## src/core/imfu_defs.vh

```
`ifndef IMFU_DEFS_VH
`define IMFU_DEFS_VH

// register addresses (printed offsets are word indexes: byte = 4 * index)
`define IMFU_IDX_TFLAGS      8'h38
`define IMFU_IDX_TENABLES    8'h39
`define IMFU_IDX_PFLAGS      8'h3A
`define IMFU_IDX_PENABLES    8'h3B
`define IMFU_IDX_CORECTL     8'h3C
`define IMFU_IDX_STATE       8'h3D
`define IMFU_IDX_VECTOR      8'h3E

// bit positions
`define IMFU_BIT_PIN_B       7
`define IMFU_BIT_PIN_A       6
`define IMFU_BIT_WIDE_OVF    7
`define IMFU_BIT_MATCH       6
`define IMFU_BIT_CAPTURE     3
`define IMFU_BIT_NARROW_OVF  1
`define IMFU_BIT_GLOBAL_EN   7

// writable-bit masks; all other bits are reserved and read zero
`define IMFU_PIN_MASK        8'hC0
`define IMFU_TIMER_MASK      8'hCA
`define IMFU_CORECTL_MASK    8'h0F

// sense control encodings
`define IMFU_SENSE_LOW       2'b00
`define IMFU_SENSE_RSVD      2'b01
`define IMFU_SENSE_FALL      2'b10
`define IMFU_SENSE_RISE      2'b11

// vector addresses
`define IMFU_VEC_NONE        4'h0
`define IMFU_VEC_PIN_A       4'h1
`define IMFU_VEC_PIN_B       4'h2
`define IMFU_VEC_CAPTURE     4'h3
`define IMFU_VEC_MATCH       4'h4
`define IMFU_VEC_WIDE_OVF    4'h5
`define IMFU_VEC_NARROW_OVF  4'h6

`define IMFU_RESET_BYTE      8'h00

`endif

```

## src/core/imfu_irq_mask_flag_unit.v

```verilog
// Register access over Avalon-MM is this design's own decision.
`timescale 1ns/1ps
`include "imfu_defs.vh"

module imfu_irq_mask_flag_unit (
    // clock and reset
    input  wire        ref_clk,
    input  wire        reset_n,
    // avalon-mm slave
    input  wire [7:0]  avs_address,
    input  wire        avs_read,
    input  wire        avs_write,
    input  wire [31:0] avs_writedata,
    input  wire [3:0]  avs_byteenable,
    output reg  [31:0] avs_readdata,
    output reg         avs_waitrequest,
    // external pins (asynchronous)
    input  wire        pinA,
    input  wire        pinB,
    // timer event pulses and the pwm mode level, same clock
    input  wire        wideOverflowEvt,
    input  wire        wideTurnaroundEvt,
    input  wire        pwmMode,
    input  wire        matchEvt,
    input  wire        captureEvt,
    input  wire        narrowOverflowEvt,
    // cpu sequencer
    input  wire        irqAck,
    input  wire        returnFromIrq,
    input  wire        globalSet,
    input  wire        globalClear,
    output reg         irqReq,
    output reg  [3:0]  irqVector,
    output reg         globalEnable
);

    // overview of the unit
    //   - two external pins, each with its own sense field
    //   - five timer event inputs feeding four flags
    //   - a byte-wide register window on the bus
    //   - one registered request and vector to the core
    //   - one global enable bit owned by this unit
    // everything runs on ref_clk; only the pins are foreign
    // to that clock, so only they pass a synchroniser
    // timer pulses come from logic on the same clock and
    // are used as they arrive, with no extra delay
    // a flag is a plain sticky bit: set by hardware,
    // cleared by the core on entry or by a written one
    // the request output lags the flags by one cycle,
    // which keeps every top-level output on a flip-flop
    // pin synchronisers; first stage feeds only the second
    reg [1:0] pinAMeta_q, pinASync_q, pinBMeta_q, pinBSync_q;
    reg       pinAPrev_q, pinBPrev_q;
    // software state
    reg [7:0] pinEnables_q;
    reg [7:0] timerEnables_q;
    reg [3:0] coreCtl_q;
    reg [1:0] pinFlags_q;    // [1]=pin B, [0]=pin A
    reg [3:0] timerFlags_q;  // [3]=wide ovf, [2]=match, [1]=capture, [0]=narrow ovf
    reg       busy_q;

    wire [1:0] senseA = coreCtl_q[1:0];
    wire [1:0] senseB = coreCtl_q[3:2];
    wire       pinANow = pinASync_q[0];
    wire       pinBNow = pinBSync_q[0];

    // sense field per pin, two bits each
    //   00: low level, no flag, request while low
    //   01: reserved, sets no flag; a flag already set still requests
    //   10: falling edge latches the flag
    //   11: rising edge latches the flag
    // the edge is taken between the second synchroniser
    // stage and a one-bit history register, so a pin
    // change shows up three edges later as a flag
    // limitation: a pulse on the pin shorter than one
    // clock period may be missed; no glitch catcher here
    // the history register resets low while idle pins sit
    // high; the false rising edge after reset is harmless
    // because the sense field resets to level mode
    // software should clear stale flags after it changes
    // a sense field from an edge mode to the reserved mode
    function edgeHit;
        input [1:0] sense;
        input       now;
        input       prev;
        begin
            case (sense)
                `IMFU_SENSE_RISE: edgeHit = now & ~prev;
                `IMFU_SENSE_FALL: edgeHit = ~now & prev;
                default:          edgeHit = 1'b0;
            endcase
        end
    endfunction

    wire levelA = (senseA == `IMFU_SENSE_LOW);
    wire levelB = (senseB == `IMFU_SENSE_LOW);
    wire edgeA  = edgeHit(senseA, pinANow, pinAPrev_q);
    wire edgeB  = edgeHit(senseB, pinBNow, pinBPrev_q);

    // bus timing, one access:
    //   edge 0: read or write sampled with the unit idle
    //   cycle 1: waitrequest low, read data on the bus
    //   edge 1: write lands, master takes read data
    // busy_q marks cycle 1 so the still-held request is
    // not taken a second time at edge 1
    // trade-off: one wait state on every access buys a
    // fully registered read path and waitrequest
    // only the low byte lane carries a register; the
    // other lanes read zero and are ignored on writes
    // a write with lane zero disabled changes nothing
    // addresses are byte addresses, one word per register
    // unmapped words read zero and drop writes
    // bus decode; one wait cycle so every access answers on the second edge
    wire       access  = (avs_read | avs_write) & ~busy_q;
    wire       wrTake  = avs_write & busy_q & avs_byteenable[0];
    wire [7:0] wByte   = avs_writedata[7:0];
    wire       wrPF    = wrTake && avs_address == (`IMFU_IDX_PFLAGS << 2);
    wire       wrTF    = wrTake && avs_address == (`IMFU_IDX_TFLAGS << 2);
    wire       wrPE    = wrTake && avs_address == (`IMFU_IDX_PENABLES << 2);
    wire       wrTE    = wrTake && avs_address == (`IMFU_IDX_TENABLES << 2);
    wire       wrCC    = wrTake && avs_address == (`IMFU_IDX_CORECTL << 2);
    wire       wrST    = wrTake && avs_address == (`IMFU_IDX_STATE << 2);

    // request terms per source
    // each source is pending when its own enable is set
    // and its flag is set; pins in level mode use the
    // synchronised pin level instead of a flag
    // the global enable is applied later, at the
    // request register, so the vector status word still
    // shows the winning source while interrupts are off
    // this lets software poll pending work with the
    // global enable cleared
    // the timer enable register is stored already masked,
    // so reserved enable bits can never raise a request
    // pending requests, gated by their own enables
    wire reqPinA = pinEnables_q[`IMFU_BIT_PIN_A] &
                   (levelA ? ~pinANow : pinFlags_q[0]);
    wire reqPinB = pinEnables_q[`IMFU_BIT_PIN_B] &
                   (levelB ? ~pinBNow : pinFlags_q[1]);
    wire reqCap  = timerEnables_q[`IMFU_BIT_CAPTURE] & timerFlags_q[1];
    wire reqMat  = timerEnables_q[`IMFU_BIT_MATCH] & timerFlags_q[2];
    wire reqWide = timerEnables_q[`IMFU_BIT_WIDE_OVF] & timerFlags_q[3];
    wire reqNar  = timerEnables_q[`IMFU_BIT_NARROW_OVF] & timerFlags_q[0];

    // priority order, highest first:
    //   pin A, pin B, capture, match,
    //   wide overflow, narrow overflow
    // a lower source that loses keeps its flag and is
    // presented again once the winner has been entered
    // the chain is a plain if ladder on purpose: six
    // inputs are cheap and the order stays readable
    // hazard: the vector may change from one cycle to
    // the next while a new source arrives; the core must
    // take the vector shown in the cycle it acknowledges
    // fixed priority, lowest vector first
    reg [3:0] vec_d;
    always @* begin
        if (reqPinA)
            vec_d = `IMFU_VEC_PIN_A;
        else if (reqPinB)
            vec_d = `IMFU_VEC_PIN_B;
        else if (reqCap)
            vec_d = `IMFU_VEC_CAPTURE;
        else if (reqMat)
            vec_d = `IMFU_VEC_MATCH;
        else if (reqWide)
            vec_d = `IMFU_VEC_WIDE_OVF;
        else if (reqNar)
            vec_d = `IMFU_VEC_NARROW_OVF;
        else
            vec_d = `IMFU_VEC_NONE;
    end

    // the acked vector is the one presented in the ack cycle
    wire ackTake = irqAck & irqReq;
    wire [3:0] ackVec = ackTake ? irqVector : `IMFU_VEC_NONE;

    // flag update rules
    // an event and a clear in the same cycle leave the
    // flag set, so no event is ever lost to a clear
    // clears come from two places:
    //   - a one written to the flag bit on the bus
    //   - the core acknowledging that flag's vector
    // a written zero leaves the flag as it is
    // in pwm mode the plain overflow pulse is ignored and
    // only the turnaround at zero sets the wide flag
    // pin flags in level mode are forced to zero so a
    // stale edge flag cannot survive a mode change
    // reads return these next values, so a flag set in
    // the same cycle as the read is already visible
    // flag next values: set wins over any clear in the same cycle
    reg [1:0] pinFlags_d;
    reg [3:0] timerFlags_d;
    reg [3:0] tSet;
    reg [3:0] tClr;
    reg [1:0] pClr;
    always @* begin
        tSet = {(pwmMode ? wideTurnaroundEvt : wideOverflowEvt),
                matchEvt,
                captureEvt,
                narrowOverflowEvt};
        tClr = {(wrTF & wByte[`IMFU_BIT_WIDE_OVF]) | (ackVec == `IMFU_VEC_WIDE_OVF),
                (wrTF & wByte[`IMFU_BIT_MATCH]) | (ackVec == `IMFU_VEC_MATCH),
                (wrTF & wByte[`IMFU_BIT_CAPTURE]) | (ackVec == `IMFU_VEC_CAPTURE),
                (wrTF & wByte[`IMFU_BIT_NARROW_OVF]) | (ackVec == `IMFU_VEC_NARROW_OVF)};
        timerFlags_d = tSet | (timerFlags_q & ~tClr);
        pClr = {(wrPF & wByte[`IMFU_BIT_PIN_B]) | (ackVec == `IMFU_VEC_PIN_B),
                (wrPF & wByte[`IMFU_BIT_PIN_A]) | (ackVec == `IMFU_VEC_PIN_A)};
        pinFlags_d = {edgeB, edgeA} | (pinFlags_q & ~pClr);
        // level sensing keeps no flag at all
        if (levelA)
            pinFlags_d[0] = 1'b0;
        if (levelB)
            pinFlags_d[1] = 1'b0;
    end

    // synchroniser notes
    // each pin passes a meta stage and a sync stage;
    // only the sync stage output is read by logic
    // the upper bit of each stage is a constant zero
    // and is kept only for a uniform width
    // reset clears both stages and the history bit;
    // nothing here is driven by logic on reset
    // the history bit is the previous sync value and
    // feeds only the edge function
    // latency from pin to flag is three clock edges
    // pin synchronisers and edge history
    always @(posedge ref_clk or negedge reset_n) begin
        if (!reset_n) begin
            pinAMeta_q <= 2'b00;
            pinASync_q <= 2'b00;
            pinBMeta_q <= 2'b00;
            pinBSync_q <= 2'b00;
            pinAPrev_q <= 1'b0;
            pinBPrev_q <= 1'b0;
        end else begin
            pinAMeta_q <= {1'b0, pinA};
            pinASync_q <= pinAMeta_q;
            pinBMeta_q <= {1'b0, pinB};
            pinBSync_q <= pinBMeta_q;
            pinAPrev_q <= pinANow;
            pinBPrev_q <= pinBNow;
        end
    end

    // register file and flags
    always @(posedge ref_clk or negedge reset_n) begin
        if (!reset_n) begin
            pinEnables_q   <= `IMFU_RESET_BYTE;
            timerEnables_q <= `IMFU_RESET_BYTE;
            coreCtl_q      <= 4'h0;
            pinFlags_q     <= 2'b00;
            timerFlags_q   <= 4'h0;
        end else begin
            pinFlags_q   <= pinFlags_d;
            timerFlags_q <= timerFlags_d;
            if (wrPE)
                pinEnables_q <= wByte & `IMFU_PIN_MASK;
            if (wrTE)
                timerEnables_q <= wByte & `IMFU_TIMER_MASK;
            if (wrCC)
                coreCtl_q <= wByte[3:0];
        end
    end

    // global enable notes
    // entry to any handler clears the bit so handlers
    // do not nest unless software sets it again
    // a return from a handler sets it once more
    // the core may also set or clear it directly, and
    // software may write it through the state register
    // order of precedence, strongest first:
    //   entry or clear, return or set, bus write
    // entry winning over return avoids a window in which
    // a second handler could start with interrupts on
    // global enable: entry clears, return sets; entry wins when both occur
    always @(posedge ref_clk or negedge reset_n) begin
        if (!reset_n) begin
            globalEnable <= 1'b0;
        end else if (ackTake | globalClear) begin
            globalEnable <= 1'b0;
        end else if (returnFromIrq | globalSet) begin
            globalEnable <= 1'b1;
        end else if (wrST) begin
            globalEnable <= wByte[`IMFU_BIT_GLOBAL_EN];
        end
    end

    // request to the core: all three terms must hold at once
    always @(posedge ref_clk or negedge reset_n) begin
        if (!reset_n) begin
            irqReq    <= 1'b0;
            irqVector <= `IMFU_VEC_NONE;
        end else begin
            irqReq    <= globalEnable & ~ackTake & (vec_d != `IMFU_VEC_NONE);
            irqVector <= vec_d;
        end
    end

    // read path notes
    // read data is captured at the edge that takes the
    // access and stands for exactly one cycle, in the
    // cycle waitrequest is low; it is zero otherwise
    // reserved bits are zero by construction of each read word,
    // except the two enable words, which read the masked stored value
    // the vector status word is read only and shows the
    // request bit above the four vector bits
    // the state word shows the global enable in bit 7
    // bus handshake; reads capture the current state in the wait cycle
    always @(posedge ref_clk or negedge reset_n) begin
        if (!reset_n) begin
            busy_q          <= 1'b0;
            avs_waitrequest <= 1'b1;
            avs_readdata    <= 32'h0000_0000;
        end else begin
            busy_q          <= access;
            avs_waitrequest <= ~access;
            if (access) begin
                case (avs_address)
                    (`IMFU_IDX_PFLAGS << 2):
                        avs_readdata <= {24'h00_0000, pinFlags_d, 6'h00};
                    (`IMFU_IDX_TFLAGS << 2):
                        avs_readdata <= {24'h00_0000, timerFlags_d[3:2], 2'b00,
                                         timerFlags_d[1], 1'b0, timerFlags_d[0],
                                         1'b0};
                    (`IMFU_IDX_PENABLES << 2):
                        avs_readdata <= {24'h00_0000, pinEnables_q};
                    (`IMFU_IDX_TENABLES << 2):
                        avs_readdata <= {24'h00_0000, timerEnables_q};
                    (`IMFU_IDX_CORECTL << 2):
                        avs_readdata <= {28'h000_0000, coreCtl_q};
                    (`IMFU_IDX_STATE << 2):
                        avs_readdata <= {24'h00_0000, globalEnable, 7'h00};
                    (`IMFU_IDX_VECTOR << 2):
                        avs_readdata <= {27'h000_0000, irqReq, irqVector};
                    default:
                        avs_readdata <= 32'h0000_0000;
                endcase
            end else begin
                avs_readdata <= 32'h0000_0000;
            end
        end
    end

endmodule

```

## config.mk

```make
export PLATFORM = sky130hd
export DESIGN_NAME = imfu_irq_mask_flag_unit
export DESIGN_NICKNAME = d
export VERILOG_FILES = /design/src/core/imfu_irq_mask_flag_unit.v
export VERILOG_INCLUDE_DIRS = /design/src /design/src/core
export SDC_FILE = /design/constraint.sdc
export NUM_CORES = 1
export LEC_CHECK = 0
export BUFFER_PORTS_ARGS = -buffer_cell sky130_fd_sc_hd__buf_2
export CAP_MARGIN = 20
export CORE_UTILIZATION = 46
export DETAILED_ROUTE_END_ITERATION = 10
export PLACE_DENSITY = 0.81
export SYNTH_ARGS = -nofsm -noshare
export SYNTH_HDL_FRONTEND = slang
export SYNTH_SLANG_ARGS = --single-unit
```

## constraint.sdc

```tcl
create_clock -name ref_clk -period 1.8 [get_ports ref_clk]
set_clock_uncertainty 0.2 [all_clocks]
set_input_delay 0.09 -clock ref_clk [delete_from_list [all_inputs] [get_ports ref_clk]]
set_output_delay 0.09 -clock ref_clk [all_outputs]
set_load 0.005 [all_outputs]
```

## Yosys cells after proc, flatten, opt, wreduce, memory -nomap -nowiden

Index checks and enable logic that the tools add are counted.

| word-level totals | value |
|---|---|
| register bits | 62 |
| logic and storage cells | 107 |

| operators by class | value |
|---|---|
| eq/ne operators | 17 |
| muxes and demuxes | 19 |
| bitwise logic cells | 44 |
| reductions and logical operators | 10 |

Operators by type and width:

| operator | number |
|---|---|
| equality test 8 bit, second input constant | 7 |
| case mux 8 bit (7 select lines) | 1 |
| two-way mux 32 bit | 1 |
| bitwise AND 1 bit | 22 |
| two-way mux 3 bit | 5 |
| equality test 4 x 3 -> 1 bit, second input constant | 3 |
| bitwise OR 1 bit | 9 |
| equality test 2 bit, second input constant | 4 |
| equality test 4 x 2 -> 1 bit, second input constant | 2 |
| two-way mux 1 bit | 8 |
| two-way mux 4 bit | 2 |
| inverter 1 bit | 7 |
| logical AND 1 bit | 6 |
| bitwise AND 4 bit | 1 |
| equality test 4 x 1 -> 1 bit, second input constant | 1 |
| logical NOT 2 bit | 2 |
| inverter 4 bit | 1 |
| bitwise OR 4 bit | 1 |
| case mux 1 bit (2 select lines) | 2 |
| nonzero test 4 bit | 1 |
| nonzero test 3 bit | 1 |
| bitwise AND 2 bit | 1 |
| inverter 2 bit | 1 |
| bitwise OR 2 bit | 1 |

## Depth between registers and ports, before layout

Gate-level depths: netlist (run 1).

| depth | value |
|---|---|
| depth after elaboration | 11 |
| depth in mapped cells | 5 |
| gate-level depth less buffers | 4 |

## Worst setup path before layout (run 1)

Ideal clock, no wire load.

| timing path | value |
|---|---|
| path kind | input-to-reg |
| from | input avs_address[2] |
| to | register coreCtl_q[0] |
| library setup time | 125 ps |
| setup slack | 155 ps |
| arrival time | 1,320 ps |
| stages on the path | 4 |
| cell sequence | buf_6 or4_4 nor3_4 mux2_2 |

| between the ends | value |
|---|---|
| longest elaborated chain between the ends | 2 |

Ends and longest elaborated chain:

| item | line | RTL |
|---|---|---|
| start, declared | imfu_irq_mask_flag_unit.v:10 | `input wire [7:0] avs_address,` |
| equality test 8 bit | imfu_irq_mask_flag_unit.v:121 | `` wire wrCC = wrTake && avs_address == (`IMFU_IDX_CORECTL << 2); `` |
| logical AND 1 bit | imfu_irq_mask_flag_unit.v:121 |  |
| end signal, assigned | imfu_irq_mask_flag_unit.v:262 | `coreCtl_q <= wByte[3:0];` |
| end, declared | imfu_irq_mask_flag_unit.v:57 | `reg [3:0] coreCtl_q;` |

No other way between the ends.
A chain may end at the register's enable or synchronous reset.

## Worst setup path in the final report (run 1)

| timing path | value |
|---|---|
| from | register irqReq |
| to | register globalEnable |

| between the ends | value |
|---|---|
| longest elaborated chain between the ends | 3 |
| elaborated cells on any way between the ends | 4 |

Ends and longest elaborated chain:

| item | line | RTL |
|---|---|---|
| start, declared | imfu_irq_mask_flag_unit.v:32 | `output reg irqReq,` |
| start signal, assigned | imfu_irq_mask_flag_unit.v:295 | `` irqReq <= globalEnable & ~ackTake & (vec_d != `IMFU_VEC_NONE); `` |
| bitwise AND 1 bit (*) | imfu_irq_mask_flag_unit.v:175 | `wire ackTake = irqAck & irqReq;` |
| bitwise OR 1 bit (*) | imfu_irq_mask_flag_unit.v:280 | `end else if (ackTake \| globalClear) begin` |
| nonzero test 3 bit (no line) or two-way mux 1 bit (tied branches) | -- |  |
| end signal, assigned | imfu_irq_mask_flag_unit.v:285 | `` globalEnable <= wByte[`IMFU_BIT_GLOBAL_EN]; `` |
| end, declared | imfu_irq_mask_flag_unit.v:34 | `output reg globalEnable` |

Mark *: on every way between the ends. The rest lies on a longest branch, timed or not.

==> impl_metrics.json, run 1 <==
{
  "run_status": "completed",
  "htree_levels": 2,
  "routed-via-count": 1707,
  "netSwitchingFraction": 0.253,
  "timing.critical_path.cells": "buf_4 -> nand2_1 -> nand2b_1 -> dlygate4sd3_1 -> a211oi_1",
  "netlist_top_cells_count": "sky130_fd_sc_hd__dfrtp_1, sky130_fd_sc_hd__buf_4, sky130_fd_sc_hd__nand2_1",
  "cts_inserted_buffers": 5,
  "synth_largest_type_area_fraction": 0.439,
  "synth_async_sr_flop_share": 1.00,
  "power_leakage_nw": 1.23,
  "tritoncts_clock_tree": "yes",
  "detail_route.wl_per_cell_um": 15.1,
  "timing_hold_violations_final": 0,
  "die_area_um2": 4610,
  "drt_first_pass_iters": 4,
  "seqPwrFrac": 0.526,
  "cp_max_fo": 4,
  "avgViaCountPerCell": 5.44,
  "io_buffer_count": 43,
  "synth-seq-area-share": 0.452,
  "worstSetupEndpointType": "register",
  "timing_limited_maximum_frequency_mhz": 583,
  "max_cap_viol_count": 0,
  "worst_path_largest_cell_delay_ps": 550,
  "post-place-cells": 286,
  "ctsRootBufferMaster": "sky130_fd_sc_hd__clkbuf_8",
  "first_iter_violations": 169,
  "grt_start_max_net_pins": 37,
  "ys_top_cells_by_area": "sky130_fd_sc_hd__dfrtp_1, sky130_fd_sc_hd__buf_4, sky130_fd_sc_hd__mux2_2, sky130_fd_sc_hd__o21ai_0, sky130_fd_sc_hd__nand2_1",
  "core_region_um2": 4090,
  "internal-power_mw": 1.20,
  "clk_pin_slew_ps": 70,
  "fillers": 349,
  "antenna_left": 0,
  "critPathKind": "register to register",
  "netlist_area_before_placement_um2": 2000,
  "area.growth.synth_to_final_pct": 28.1,
  "remaining_overflow_grt": 0,
  "power.density_cell_area_nw_per_um2": 630,
  "floorplan.die.width_um": 67.9,
  "seqCellArea_um2": 902,
  "antenna_cells": 0,
  "synthesis.instances": 183,
  "switchingPower_uw": 407,
  "route.detailed.drc": 0,
  "crit_buf_inv": 2,
  "die_h_um": 67.9,
  "placementRows": 23,
  "vdd_drop_max_mv": 0.478,
  "postSynthRegisterBits": 36,
  "initial_core_util": 0.488,
  "synth_warnings": 0,
  "final_setup_violations": 0,
  "drive_above_1_share": 0.326,
  "worstSetupStartpointType": "register",
  "cts.sinks": 36,
  "synth_top_flop_cell": "sky130_fd_sc_hd__dfrtp_1",
  "pin_count": 99,
  "pnr_total_power_mw": 1.61,
  "power_frac_clock": 0.335,
  "critical-path-slowest-cell": "sky130_fd_sc_hd__dlygate4sd3_1",
  "gp_congestion": 0.928,
  "drt-total-wl_mm": 4.74,
  "path_delay_family": "buffers and inverters",
  "fin_nets": 324,
  "required_ps": 1800,
  "gr-usage-all-layers": 0.225,
  "combinational_fraction_of_design_power": 0.139,
  "critical_path_data_arrival_time_ps": 1720,
  "layout.cells.non_filler": 314,
  "place.detailed.hpwl_mm": 3.36,
  "clkLatencyLatePin_ps": 290,
  "finalCritPeriodShare": 0.954,
  "synth_area_leader_cell": "sky130_fd_sc_hd__dfrtp_1",
  "setup_repair_after_global_routing_missed_its_margin": "no",
  "multi_input_comb_area_um2": 980,
  "first_global_vias": 1597,
  "hold_path_class": "input port to register",
  "max_slew_headroom": 0.483,
  "postSynthAreaPerCell_um2": 10.9,
  "synth.most_common_cell": "sky130_fd_sc_hd__dfrtp_1",
  "worst_max_slew_pin_slew_ps": 776,
  "number_of_enable_flip_flop_cells_after_synthesis": 0,
  "antenna_violations_before_repair": 0,
  "clock_path_buffers": 2,
  "grt_first_pass_wirelength_mm": 7.37,
  "slew_violations": 0,
  "netlist-cell-type-count": 50,
  "post-route-min-period_ps": 1720
}
==> per-layer routing <==
layer | vias to the layer above | wire, µm | track usage | share of wire
met2 | 71 | 2290 | 0.347 | 0.48
met4 | 0 | 78 | 0.0990 | 0.016
met3 | 9 | 332 | 0.0817 | 0.070
li1 | 791 | - | - | -
met5 | - | 0 | 0 | 0
met1 | 836 | 2050 | 0.281 | 0.43
==> per-stage QoR <==
step	area [µm²]	setup slack (ps)	hold WS (ps)	utilization	TNS (ps)
finish	2560	83.4	83.1	0.626	0
global route	2560	4.53	97.6	0.626	0
CTS	2540	58.3	62.6	0.623	0
detailed placement	2260	-9.25	0.533	0.552	-21.3
global placement	2260	16.7	-4.64	0.552	0
floorplan	2090	155	-406	-	0
==> what timing repair did <==
item	4_1_cts	5_1_grt
endpoints found under the setup margin	0	4
resized for setup	0	2
setup buffers	0	0
hold endpoints to repair	57	0
hold buffers	21	0
==> worst min-delay path, stage by stage <==
cell and delay [ps]:
sky130_fd_sc_hd__buf_2 80, sky130_fd_sc_hd__mux2i_1 70, sky130_fd_sc_hd__o21ai_0 140, sky130_fd_sc_hd__a221o_1 160
==> power groups by stage <==
| stage | clock network [mW] | logic [mW] | registers (mW) |
|---|---|---|---|
| global route | 0.591 | 0.248 | 0.851 |
| detailed placement | 0 | 0.178 | 0.863 |
| CTS | 0.552 | 0.219 | 0.847 |
| floorplan | 0 | 0.121 | 0.860 |
| finish | 0.539 | 0.223 | 0.848 |
| global placement | 0 | 0.174 | 0.861 |
==> cells in the final DEF, fill, tap and decap left out, types with 5 or more instances in the layout <==
master,count
sky130_fd_sc_hd__buf_2,43
sky130_fd_sc_hd__dfrtp_1,35
sky130_fd_sc_hd__nand2_1,12
sky130_fd_sc_hd__conb_1,26
sky130_fd_sc_hd__nand2b_1,5
sky130_fd_sc_hd__nand3b_1,5
sky130_fd_sc_hd__nand3_1,5
sky130_fd_sc_hd__dlygate4sd3_1,21
sky130_fd_sc_hd__o21ai_0,10
sky130_fd_sc_hd__buf_4,14
sky130_fd_sc_hd__clkbuf_8,5
sky130_fd_sc_hd__mux2_2,10
==> cells by family (layout without fill, tap and decap cells) <==
logic type | Yosys count | in the layout | synth area share
AOI/OAI and AO/OA | 39 | 39 | 0.138
DFF | 36 | 36 | 0.452
buffers and inverters | 30 | 86 | 0.110
muxes | 14 | 14 | 0.0765
other | 1 | 26 | 0.00188
and+or+nand+nor | 63 | 63 | 0.222
==> state kept, by name (all words and copies together), names as in the netlist, 2 cells and up <==
signal	count
pinEnables_q	2
pinFlags_q	2
timerEnables_q	4
irqVector	3
coreCtl_q	4
timerFlags_q	4
avs_readdata	7
==> final timing paths <==
check	from	depth (start not counted)	slack, ps	end
max	irqReq	5	80	globalEnable
min reg2reg	pinAMeta_q[0]	0	150	pinASync_q[0]
min	wideOverflowEvt	4	80	avs_readdata[7]
max reg2reg	irqReq	5	80	globalEnable
min in group asynchronous	reset_n	2	210	timerFlags_q[0]
max in group asynchronous	reset_n	2	700	timerFlags_q[3]
==> final cells by class <==
type / count / share of cell area
Sequential cell: 36 / 0.353
Inverter: 1 / 0.00147
Tap cell: 50 / 0.0245
Clock inverter: 1 / 0.00196
Multi-Input combinational cell: 142 / 0.383
Timing Repair Buffer: 78 / 0.208
Clock buffer: 6 / 0.0284
(Power assumes the default switching activity.)
==> run 2: changes to the inputs <==
--- a/config.mk
+++ b/config.mk
@@ -8,9 +8,9 @@
 export LEC_CHECK = 0
 export BUFFER_PORTS_ARGS = -buffer_cell sky130_fd_sc_hd__buf_2
 export CAP_MARGIN = 20
-export CORE_UTILIZATION = 46
+export CORE_UTILIZATION = 41
 export DETAILED_ROUTE_END_ITERATION = 10
-export PLACE_DENSITY = 0.81
+export PLACE_DENSITY = 0.74
 export SYNTH_ARGS = -nofsm -noshare
 export SYNTH_HDL_FRONTEND = slang
 export SYNTH_SLANG_ARGS = --single-unit
==> run 2 against run 1 <==
Routed wire length is 0.57% higher. Register-to-register slack worse by 20 ps. Critical path type unchanged. Die area is 12% higher. Combinational power hardly changed. Core utilization is 7.2 points lower. Critical path depth stayed put. Clock-buffer cell count stayed put. Fmax is 0.96% lower. Clock power is 31% higher. Sequential share of layout area is 0.58 points lower.
==> impl_metrics.json, run 2 (same netlist as run 1, synthesis figures left out) <==
{
  "fillers": 444,
  "register_to_register_setup_slack_ps": 70,
  "timing_hold_violations_final": 0,
  "worstSetupStartpointType": "register",
  "drt-total-wl_mm": 4.77,
  "seqPwrFrac": 0.477,
  "worst_path_largest_cell_delay_ps": 550,
  "power_leakage_nw": 1.25,
  "die_area_um2": 5150,
  "clkLatencyLatePin_ps": 290,
  "finalHoldWorstSlack_ps": 19.1,
  "routed-via-count": 1698,
  "initial_core_util": 0.425,
  "timing.rr.end": "globalEnable",
  "pin_count": 99,
  "placementRows": 25,
  "worstSetupEndpointType": "register",
  "power.density_cell_area_nw_per_um2": 684,
  "power_frac_clock": 0.396,
  "min-delay-start": "wideTurnaroundEvt",
  "vdd_drop_max_mv": 0.284,
  "post-place-cells": 291,
  "pnr_total_power_mw": 1.78,
  "hold_path_class": "input port to register",
  "required_ps": 1810,
  "clock_path_buffers": 2,
  "antenna_violations_before_repair": 0,
  "most-common-layout-cells": "sky130_fd_sc_hd__buf_2, sky130_fd_sc_hd__dfrtp_1, sky130_fd_sc_hd__conb_1",
  "detail_route.wl_per_cell_um": 14.9,
  "post-route-min-period_ps": 1730,
  "cp_max_fo": 4,
  "die_h_um": 71.8,
  "final_common_cell": "sky130_fd_sc_hd__buf_2",
  "avgViaCountPerCell": 5.31,
  "grt_start_max_net_pins": 37,
  "ctsRootBufferMaster": "sky130_fd_sc_hd__clkbuf_8",
  "first_iter_violations": 164,
  "hold-path-endpoint": "avs_readdata[7]",
  "place.detailed.hpwl_mm": 3.35,
  "critPathKind": "register to register",
  "netSwitchingFraction": 0.239,
  "critical_path_data_arrival_time_ps": 1740,
  "slew_violations": 0,
  "drive_above_1_share": 0.331,
  "remaining_overflow_grt": 0,
  "drt_first_pass_iters": 4,
  "crit_buf_inv": 2,
  "timing_limited_maximum_frequency_mhz": 577,
  "finalCritPeriodShare": 0.963,
  "switchingPower_uw": 425,
  "core_region_um2": 4690,
  "clk_pin_slew_ps": 70,
  "regMostFlops": "avs_readdata",
  "cts_inserted_buffers": 5,
  "internal-power_mw": 1.35,
  "path_delay_family": "buffers and inverters",
  "htree_levels": 2,
  "timing.critical_path.cells": "buf_4 -> nand2_1 -> nand2b_1 -> dlygate4sd3_1 -> a211oi_1",
  "tritoncts_clock_tree": "yes",
  "setup_repair_after_global_routing_missed_its_margin": "yes",
  "first_global_vias": 1647,
  "combinational_fraction_of_design_power": 0.127,
  "floorplan.die.width_um": 71.8,
  "antenna_cells": 0,
  "critical-path-slowest-cell": "sky130_fd_sc_hd__dlygate4sd3_1",
  "max_cap_viol_count": 0,
  "hold_depth": 4,
  "area.growth.synth_to_final_pct": 30.2,
  "route.detailed.drc": 0,
  "io_buffer_count": 43,
  "gp_congestion": 0.911,
  "fin_nets": 325,
  "final_core_util": 0.554,
  "run_status": "completed",
  "worst_case_reg_to_reg_path_depth": 5,
  "cts.sinks": 36,
  "final_setup_violations": 0,
  "antenna_left": 0,
  "grt_first_pass_wirelength_mm": 7.82,
  "critical_path.reg2reg.startpoint": "irqReq",
  "gr-usage-all-layers": 0.204,
  "layout.cells.non_filler": 320,
  "number_of_flip_flops_under_the_largest_register_name": 7
}
[run 2: how the worst max path moves through the flow]
stage,cells past startpoint,end,start
2_1_floorplan,4,coreCtl_q[0],avs_address[2]
3_3_place_gp,4,coreCtl_q[2],avs_address[1]
3_5_place_dp,4,coreCtl_q[1],avs_address[1]
4_1_cts,5,globalEnable,irqReq
5_1_grt,5,globalEnable,irqReq
6_report,5,globalEnable,irqReq
[run 2: through the flow]
step | setup TNS, ps | worst slack, ps | instance area (µm²)
floorplan | 0 | 155 | 2090
global placement | 0 | 28.0 | 2270
detailed placement | 0 | 32.8 | 2270
CTS | 0 | 39.0 | 2590
global route | -9.84 | -9.84 | 2600
finish | 0 | 66.7 | 2600
[run 2: power groups by stage]
stage | clock network, mW | logic (mW) | registers, mW
after floorplan | 0 | 0.121 | 0.860
after global placement | 0 | 0.178 | 0.861
after detailed placement | 0 | 0.181 | 0.862
after CTS | 0.719 | 0.223 | 0.847
after global routing | 0.761 | 0.249 | 0.850
final | 0.704 | 0.226 | 0.848
[run 2: cell type report]
cell class	instances	area, µm²	share of cell area
Clock inverter	2	35.0	0.0135
Inverter	1	3.75	0.00144
Tap cell	54	67.6	0.0260
Sequential cell	36	902	0.347
Clock buffer	6	72.6	0.0279
Timing Repair Buffer	79	538	0.207
Multi-Input combinational cell	142	980	0.377
[run 2: routing by layer]
metal / share of wire / routed length (µm) / up-vias / track usage
li1: - / - / 788 / -
met1: 0.42 / 2020 / 826 / 0.250
met2: 0.48 / 2300 / 69 / 0.322
met3: 0.064 / 304 / 15 / 0.0675
met4: 0.030 / 144 / 0 / 0.107
met5: 0 / 0 / - / 0
[run 2: tightest hold or removal path, cell delays in order]
cell,delay [ps]
sky130_fd_sc_hd__buf_2,80
sky130_fd_sc_hd__mux2i_1,80
sky130_fd_sc_hd__o21ai_0,100
sky130_fd_sc_hd__a221o_1,140
[run 2: timing repair]
| action | in CTS | in global routing |
|---|---|---|
| endpoints found under the setup margin | 0 | 1 |
| resized for setup | 0 | 2 |
| buffers inserted | 0 | 0 |
| endpoints found under the hold margin | 57 | 0 |
| hold buffers | 21 | 0 |
